File: src/core/sspc_pkg.sv
// Overview of operation
// - The sidestream carries samples only while bit 7 of the control register is 1.
// - The sidestream is silenced while mute bit 6 is 1, which is its state after reset.
// - A 2-bit selector picks the source: 0 ADC1 left, 1 ADC1 right, 2 ADC2 left, 3 ADC2 right.
// - A 5-bit gain code runs from -42 dB at 00000 in 1.5 dB steps, unity at 11100.
// - The left output mixes left filter (bit 0), right filter (bit 1), sidestream (bit 2).
// - The right output has its own mask with the same bit meanings.
// - The coefficient data register holds the byte to store and is loaded before the address.
// - A 5-bit byte index writes the low byte of a 16-bit coefficient when even, high when odd.
// - Each write of the index register stores the held data byte; the data write stores nothing.
package sspc_pkg;
    localparam int SAMPLE_W = 24;
    localparam int GAIN_W = 16;
    localparam int GAIN_FRAC = 14;
    localparam int COEF_NUM = 16;

    localparam logic [7:0] OFS_CONTROL = 8'he4;
    localparam logic [7:0] OFS_SOURCE = 8'he5;
    localparam logic [7:0] OFS_LEVEL = 8'he6;
    localparam logic [7:0] OFS_LEFT_ROUTE = 8'he8;
    localparam logic [7:0] OFS_RIGHT_ROUTE = 8'he9;
    localparam logic [7:0] OFS_COEF_DATA = 8'hea;
    localparam logic [7:0] OFS_COEF_INDEX = 8'heb;

    localparam int BIT_PATH_ON = 7;
    localparam int BIT_MUTE = 6;
    localparam int MASK_LEFT_FILT = 0;
    localparam int MASK_RIGHT_FILT = 1;
    localparam int MASK_SIDE = 2;

    localparam logic [1:0] RST_PATH_CTRL = 2'h1;
    localparam logic [1:0] RST_SOURCE = 2'h0;
    localparam logic [4:0] RST_LEVEL = 5'h1c;
    localparam logic [2:0] RST_LEFT_ROUTE = 3'h1;
    localparam logic [2:0] RST_RIGHT_ROUTE = 3'h2;
    localparam logic [7:0] RST_COEF_DATA = 8'h00;
    localparam logic [4:0] RST_COEF_INDEX = 5'h00;

    // linear gain in unsigned q2.14, index is the 5-bit level code
    localparam logic [15:0] GAIN_TABLE [32] = '{
        16'h0082, 16'h009a, 16'h00b8, 16'h00da, 16'h0103, 16'h0134, 16'h016f, 16'h01b4,
        16'h0206, 16'h0267, 16'h02db, 16'h0365, 16'h0409, 16'h04cc, 16'h05b4, 16'h06c7,
        16'h080e, 16'h0993, 16'h0b61, 16'h0d86, 16'h1013, 16'h131b, 16'h16b5, 16'h1afc,
        16'h2013, 16'h261f, 16'h2d4f, 16'h35d9, 16'h4000, 16'h4c11, 16'h5a67, 16'h6b71
    };
endpackage

File: src/core/sspc_top.sv
`timescale 1ns/1ns
// output buffer, depth must be a power of two
module sspc_fifo #(
    parameter int WIDTH = 48,
    parameter int DEPTH = 4
) (
    // clock and reset
    input  wire logic             clk,
    input  wire logic             reset,
    // fill side
    input  wire logic             in_valid,
    output logic                  in_ready,
    input  wire logic [WIDTH-1:0] in_data,
    // drain side
    output logic                  out_valid,
    input  wire logic             out_ready,
    output logic      [WIDTH-1:0] out_data
);
    localparam int PW = $clog2(DEPTH);

    logic [WIDTH-1:0] store [DEPTH];
    logic [PW:0]      wr_ptr;
    logic [PW:0]      rd_ptr;
    logic [PW:0]      next_wr_ptr;
    logic [PW:0]      next_rd_ptr;
    logic             push;
    logic             pop;

    // full when pointers differ only in the wrap bit
    always_comb
    begin
        in_ready = !((wr_ptr[PW] != rd_ptr[PW]) && (wr_ptr[PW-1:0] == rd_ptr[PW-1:0]));
        out_valid = (wr_ptr != rd_ptr);
        push = in_valid && in_ready;
        pop = out_valid && out_ready;
        next_wr_ptr = push ? wr_ptr + 1'b1 : wr_ptr;
        next_rd_ptr = pop ? rd_ptr + 1'b1 : rd_ptr;
        out_data = store[rd_ptr[PW-1:0]];
    end

    // storage has no reset; only pointers carry control state
    always_ff @(posedge clk)
    begin
        if (reset)
        begin
            wr_ptr <= '0;
            rd_ptr <= '0;
        end
        else
        begin
            wr_ptr <= next_wr_ptr;
            rd_ptr <= next_rd_ptr;
        end
        if (push)
            store[wr_ptr[PW-1:0]] <= in_data;
    end
endmodule

module sspc_top #(
    parameter int FIFO_DEPTH = 4
) (
    // clock and reset
    input  wire logic                            clk,
    input  wire logic                            reset,
    // register port from the control interface
    input  wire logic                            reg_wr,
    input  wire logic                            reg_rd,
    input  wire logic [7:0]                      reg_addr,
    input  wire logic [7:0]                      reg_wdata,
    output logic      [7:0]                      reg_rdata,
    // recording converter samples, one frame per accepted strobe
    input  wire logic                            frame_valid,
    output logic                                 frame_ready,
    input  wire logic [sspc_pkg::SAMPLE_W-1:0]   adc1_left,
    input  wire logic [sspc_pkg::SAMPLE_W-1:0]   adc1_right,
    input  wire logic [sspc_pkg::SAMPLE_W-1:0]   adc2_left,
    input  wire logic [sspc_pkg::SAMPLE_W-1:0]   adc2_right,
    // output filter samples and their enables
    input  wire logic [sspc_pkg::SAMPLE_W-1:0]   filt_left,
    input  wire logic [sspc_pkg::SAMPLE_W-1:0]   filt_right,
    input  wire logic                            left_out_filter_on,
    input  wire logic                            right_out_filter_on,
    // mixed output streams
    output logic                                 out_valid,
    input  wire logic                            out_ready,
    output logic      [sspc_pkg::SAMPLE_W-1:0]   left_output_stream,
    output logic      [sspc_pkg::SAMPLE_W-1:0]   right_output_stream,
    // coefficient read port for the biquad engine
    input  wire logic [3:0]                      coef_rd_index,
    output logic      [15:0]                     coef_rd_value
);
    import sspc_pkg::*;

    localparam int SUM_W = SAMPLE_W + 3;
    localparam int PROD_W = SAMPLE_W + GAIN_W + 1;

    logic       path_on;
    logic       mute;
    logic [1:0] source_pick;
    logic [4:0] level;
    logic [2:0] left_stream_source_mask;
    logic [2:0] right_stream_source_mask;
    logic [7:0] coef_byte_data;
    logic [4:0] coef_byte_addr;
    logic [15:0] coef [COEF_NUM];

    logic       next_path_on;
    logic       next_mute;
    logic [1:0] next_source_pick;
    logic [4:0] next_level;
    logic [2:0] next_left_mask;
    logic [2:0] next_right_mask;
    logic [7:0] next_coef_data;
    logic [4:0] next_coef_addr;
    logic [15:0] next_coef [COEF_NUM];
    logic [7:0] next_rdata;
    logic [15:0] next_coef_rd;

    // register writes; only the index write touches coefficient storage
    always_comb
    begin
        next_path_on = path_on;
        next_mute = mute;
        next_source_pick = source_pick;
        next_level = level;
        next_left_mask = left_stream_source_mask;
        next_right_mask = right_stream_source_mask;
        next_coef_data = coef_byte_data;
        next_coef_addr = coef_byte_addr;
        next_coef = coef;
        if (reg_wr)
        begin
            case (reg_addr)
                OFS_CONTROL:
                begin
                    next_path_on = reg_wdata[BIT_PATH_ON];
                    next_mute = reg_wdata[BIT_MUTE];
                end
                OFS_SOURCE: next_source_pick = reg_wdata[1:0];
                OFS_LEVEL: next_level = reg_wdata[4:0];
                OFS_LEFT_ROUTE: next_left_mask = reg_wdata[2:0];
                OFS_RIGHT_ROUTE: next_right_mask = reg_wdata[2:0];
                OFS_COEF_DATA: next_coef_data = reg_wdata;
                OFS_COEF_INDEX:
                begin
                    next_coef_addr = reg_wdata[4:0];
                    // held byte goes in, data register unchanged
                    if (reg_wdata[0])
                        next_coef[reg_wdata[4:1]][15:8] = coef_byte_data;
                    else
                        next_coef[reg_wdata[4:1]][7:0] = coef_byte_data;
                end
                default: ;
            endcase
        end
    end

    // read mux; reserved bits and unmapped offsets read as zero
    always_comb
    begin
        next_rdata = reg_rdata;
        next_coef_rd = coef[coef_rd_index];
        if (reg_rd)
        begin
            case (reg_addr)
                OFS_CONTROL: next_rdata = {path_on, mute, 6'h00};
                OFS_SOURCE: next_rdata = {6'h00, source_pick};
                OFS_LEVEL: next_rdata = {3'h0, level};
                OFS_LEFT_ROUTE: next_rdata = {5'h00, left_stream_source_mask};
                OFS_RIGHT_ROUTE: next_rdata = {5'h00, right_stream_source_mask};
                OFS_COEF_DATA: next_rdata = coef_byte_data;
                OFS_COEF_INDEX: next_rdata = {3'h0, coef_byte_addr};
                default: next_rdata = 8'h00;
            endcase
        end
    end

    // register state
    always_ff @(posedge clk)
    begin
        if (reset)
        begin
            path_on <= RST_PATH_CTRL[1];
            mute <= RST_PATH_CTRL[0];
            source_pick <= RST_SOURCE;
            level <= RST_LEVEL;
            left_stream_source_mask <= RST_LEFT_ROUTE;
            right_stream_source_mask <= RST_RIGHT_ROUTE;
            coef_byte_data <= RST_COEF_DATA;
            coef_byte_addr <= RST_COEF_INDEX;
            coef <= '{default: 16'h0000};
            reg_rdata <= 8'h00;
            coef_rd_value <= 16'h0000;
        end
        else
        begin
            path_on <= next_path_on;
            mute <= next_mute;
            source_pick <= next_source_pick;
            level <= next_level;
            left_stream_source_mask <= next_left_mask;
            right_stream_source_mask <= next_right_mask;
            coef_byte_data <= next_coef_data;
            coef_byte_addr <= next_coef_addr;
            coef <= next_coef;
            reg_rdata <= next_rdata;
            coef_rd_value <= next_coef_rd;
        end
    end

    // clamp a wide sum back to the sample range
    function automatic logic [SAMPLE_W-1:0] saturate(input logic signed [SUM_W-1:0] value);
        logic signed [SUM_W-1:0] top;
        logic signed [SUM_W-1:0] bottom;
        top = SUM_W'(signed'({1'b0, {(SAMPLE_W-1){1'b1}}}));
        bottom = ~top; // most negative sample; a 1-bit signed one would read as minus one
        if (value > top)
            saturate = top[SAMPLE_W-1:0];
        else if (value < bottom)
            saturate = bottom[SAMPLE_W-1:0];
        else
            saturate = value[SAMPLE_W-1:0];
    endfunction

    logic        [SAMPLE_W-1:0]  side_raw;
    logic signed [PROD_W-1:0]    side_prod;
    logic signed [SUM_W-1:0]     side_term;
    logic signed [SUM_W-1:0]     fl_term;
    logic signed [SUM_W-1:0]     fr_term;
    logic signed [SUM_W-1:0]     left_sum;
    logic signed [SUM_W-1:0]     right_sum;
    logic [2*SAMPLE_W-1:0]       mixed;

    // sidestream source, gain and gating; the mix is combinational into the buffer
    always_comb
    begin
        case (source_pick)
            2'h0: side_raw = adc1_left;
            2'h1: side_raw = adc1_right;
            2'h2: side_raw = adc2_left;
            2'h3: side_raw = adc2_right;
            default: side_raw = adc1_left;
        endcase
        side_prod = PROD_W'(signed'(side_raw)) * PROD_W'(signed'({1'b0, GAIN_TABLE[level]}));
        side_term = SUM_W'(side_prod >>> GAIN_FRAC);
        if (!path_on || mute)
            side_term = '0;
        // a filter channel counts only with its enable set
        fl_term = left_out_filter_on ? SUM_W'(signed'(filt_left)) : '0;
        fr_term = right_out_filter_on ? SUM_W'(signed'(filt_right)) : '0;
        left_sum = '0;
        right_sum = '0;
        if (left_stream_source_mask[MASK_LEFT_FILT])
            left_sum = left_sum + fl_term;
        if (left_stream_source_mask[MASK_RIGHT_FILT])
            left_sum = left_sum + fr_term;
        if (left_stream_source_mask[MASK_SIDE])
            left_sum = left_sum + side_term;
        if (right_stream_source_mask[MASK_LEFT_FILT])
            right_sum = right_sum + fl_term;
        if (right_stream_source_mask[MASK_RIGHT_FILT])
            right_sum = right_sum + fr_term;
        if (right_stream_source_mask[MASK_SIDE])
            right_sum = right_sum + side_term;
        mixed = {saturate(left_sum), saturate(right_sum)};
    end

    logic [2*SAMPLE_W-1:0] buffered;

    // a stalled consumer fills the buffer, then frame_ready drops
    sspc_fifo #(
        .WIDTH (2*SAMPLE_W),
        .DEPTH (FIFO_DEPTH)
    ) u_out_fifo (
        .clk       (clk),
        .reset     (reset),
        .in_valid  (frame_valid),
        .in_ready  (frame_ready),
        .in_data   (mixed),
        .out_valid (out_valid),
        .out_ready (out_ready),
        .out_data  (buffered)
    );

    always_comb
    begin
        left_output_stream = buffered[2*SAMPLE_W-1:SAMPLE_W];
        right_output_stream = buffered[SAMPLE_W-1:0];
    end
endmodule

File: config.mk
export PLATFORM = sky130hd
export DESIGN_NAME = sspc_top
export DESIGN_NICKNAME = d
export VERILOG_FILES = /design/src/core/sspc_pkg.sv /design/src/core/sspc_top.sv
export SDC_FILE = /design/constraint.sdc
export NUM_CORES = 2
export LEC_CHECK = 0
export BUFFER_PORTS_ARGS = -buffer_cell sky130_fd_sc_hd__buf_2
export CAP_MARGIN = 10
export CELL_PAD_IN_SITES_DETAIL_PLACEMENT = 1
export CELL_PAD_IN_SITES_GLOBAL_PLACEMENT = 2
export CORE_MARGIN = 2
export CORE_UTILIZATION = 40
export CTS_CLUSTER_SIZE = 8
export DETAILED_ROUTE_END_ITERATION = 16
export PLACE_DENSITY_LB_ADDON = 0.1
export SYNTH_ARGS = -nofsm -noshare
export SYNTH_HDL_FRONTEND = slang
export SYNTH_SLANG_ARGS = --single-unit
File: constraint.sdc
create_clock -name clk -period 11.7 [get_ports clk]
set_input_delay 0.585 -clock clk [delete_from_list [all_inputs] [get_ports clk]]
set_output_delay 0.585 -clock clk [all_outputs]
set_load 0.01 [all_outputs]
==> flow_metrics.tcl <==
set metrics [dict create \
    first_pass_iters 5 \
    period_minus_slack_ns 10.99 \
    cp_max_fo 13 \
    core-area_mm2 0.1035 \
    syn-num-nets 5033 \
    rsz0062_at_grt "false" \
    yosys_register_bits 508 \
    critical_path_buf_inv_count 7 \
    cts_tree "yes" \
    async_reset_ff_share_pct 0 \
    tightest_slew_ns 1.127 \
    worst_hold_slack_ns 0.2260 \
    num_vias 32160 \
    worst_hold_path_type "in2reg" \
    viasPerCell 5.442 \
    ys_warn_count 0 \
    syn_inst 4304 \
    ys_top_cells_by_count "nand2_1, inv_1, fa_1" \
    postRouteAntennaNets 0 \
    grtUsageTotal_pct 25.71 \
    fmax_ghz 0.09097 \
    wl_per_cell_um 23.00 \
    postSynthAreaPerCell_um2 9.691 \
    ctsHoldBuffers 0 \
    htreeDepth 3 \
    fin_crit_sh_pct 93.95 \
    p_per_area_mw_per_mm2 95.61 \
    drc 0 \
    status "finished clean" \
    syn_area_mm2 0.04171 \
    setup_tns_ns 0 \
    cap_viol_max_count 0 \
    cts_buffers 73 \
    slowest_delay_ns 0.58 \
    nNetsFinal 5246 \
    drive_gt1_share_pct 16.74 \
    synth_edf_count 192 \
    ys_seq_area_share_pct 28.99 \
    critPathLaunchType "flop" \
    crit_family "adder cells" \
    synth_ff_type "dfxtp_1" \
    skew_ns 0.05083 \
    arrival_ns 11.29 \
    ios 246 \
    overflow 0 \
    maxSlewHeadroom_pct 24.69 \
    worstSkewPairLatency_ns 0.64 \
    drt_first_iter_violations 1914 \
    dp_hpwl_um 103700 \
    hold_viol 0 \
    path_clk_slew_ns 0.05 \
    cpMostUsedCell "fa_1" \
    required_ns 12.00 \
    grt_pass1_wl_um 210500 \
    dieHeight_um 326.9 \
    gp_congestion 0.8718 \
    wl_um 135900 \
    crit_type "reg2reg" \
    endpoint_kind "flop" \
    synth_top_area_cell "fa_1" \
    synth_top_area_share_pct 16.99 \
    ys_top_cells_by_area "fa_1, dfxtp_1, edfxtp_1" \
    synth.distinct_cells 96 \
    grt_max_degree 151 \
    cts_root_buf "clkbuf_16" \
    grt_pass1_vias 34610 \
    ir_worst_vdd_uv 105.5 \
    die_w_um 326.9 \
    area_delta_synth_final_pct 12.97 \
    cts_buffer_depth 3 \
    initial_core_util_pct 40.30 \
    antenna_found_initial 4 \
    setup_viol 0 \
    p_leak_nw 19.83 \
    cts.sink_count 508 \
    power_mw 4.505 \
    port-buffer-count 245 \
    num_rows 118 \
    slew_viol_final 0 \
    n_fill_cell 11700 \
    crit_slowest_cell "fa_1" \
    dieArea_mm2 0.1069 \
    yosys.cell_count.top_type "nand2_1" \
]
==> routing by layer <==
metal  GRT usage, %  vias up  part of all wire, %
met5              0        -                0.020
met4          8.107        4                  3.2
met3          3.022      175                  3.7
met2          43.29      560                   48
met1          34.62    16420                   45
li1               -    15000                    -
==> area by class of cell <==
cell class,instances,area [um^2],share of cell area [%]
Antenna cell,1,2.502,0.005311
Clock buffer,80,1874,3.978
Clock inverter,7,120.1,0.2549
Inverter,509,1911,4.055
Multi-Input combinational cell,3035,26890,57.07
Sequential cell,508,12100,25.69
Tap cell,1380,1727,3.664
Timing Repair Buffer,390,2492,5.289
==> final timing paths <==
check	from	end	slack, ns	cells after the start
max reg2reg	level[0]$_SDFFE_PP0P_	u_out_fifo.store[2][20]$_DFFE_PP_	0.71	41
max	level[0]$_SDFFE_PP0P_	u_out_fifo.store[2][20]$_DFFE_PP_	0.71	41
min	reg_wdata[6]	coef_byte_data[6]$_SDFFE_PP0P_	0.23	3
min reg2reg	coef[110]$_SDFFE_PP0P_	coef[110]$_SDFFE_PP0P_	0.45	2
==> cells by family after synthesis <==
group	share of synthesized area, %
muxes	13.36
adders and majority gates	23.33
AOI/OAI and AO/OA	10.38
DFF	28.99
buffers and inverters	6.998
and+or+nand+nor	14.72
xor gates and xnor gates	2.223
==> power by group <==
group / switching [mW] / internal [mW] / leakage [nW]
clock network: 0.767 / 1.13 / 0.975
logic: 0.422 / 0.281 / 14.6
registers: 0.0112 / 1.89 / 4.29
total: 1.20 / 3.31 / 19.8
==> registers in the layout, indices dropped and copies added (netlist names), named ones only <==
name / count
reg_rdata: 8
coef_rd_value: 16
coef_byte_data: 8
coef_byte_addr: 5
path_on: 1
level: 5
mute: 1
right_stream_source_mask: 3
source_pick: 2
left_stream_source_mask: 3
u_out_fifo.rd_ptr: 3
u_out_fifo.wr_ptr: 3
coef: 256
u_out_fifo.store: 192
==> placed cells by master, fill, tap and decap left out, types with 56 or more instances in the layout <==
master,instances
buf_4,134
mux2i_1,180
buf_2,242
fa_1,354
inv_1,506
a21oi_1,243
ha_1,202
dfxtp_1,311
edfxtp_1,192
nand3_1,154
nor2_1,312
clkbuf_16,74
o21ai_0,110
nand2_1,508
xnor2_1,60
nor2b_1,124
mux4_2,154
and2_1,56
==> metrics by stage <==
step	setup slack [ns]	util, %	instances	cell area (um^2)
global route	0.01189	45.53	5909	47120
finish	0.7074	45.53	5910	47120
detailed placement	0.1338	43.47	5821	44990
floorplan	1.140	-	4304	41710
CTS	0.1015	45.40	5908	46980
global placement	0.2382	43.47	5821	44990
==> repair_timing <==
item	in CTS	in global routing
setup buffers	0	1
endpoints found under the setup margin	0	192
gates resized for setup	0	26
==> worst reg2reg max path, delay by kind of cell, from the launching register on <==
kind	cells	cell delay, ns
adder cells (fa/ha/maj)	11	4.84
XOR/XNOR	1	0.16
buffers and inverters	7	0.89
flip-flops	1	0.39
AND/OR/NAND/NOR	10	1.81
AO/OA/AOI/OAI	12	2.60
Note: power is estimated with default switching activity, not from simulation.
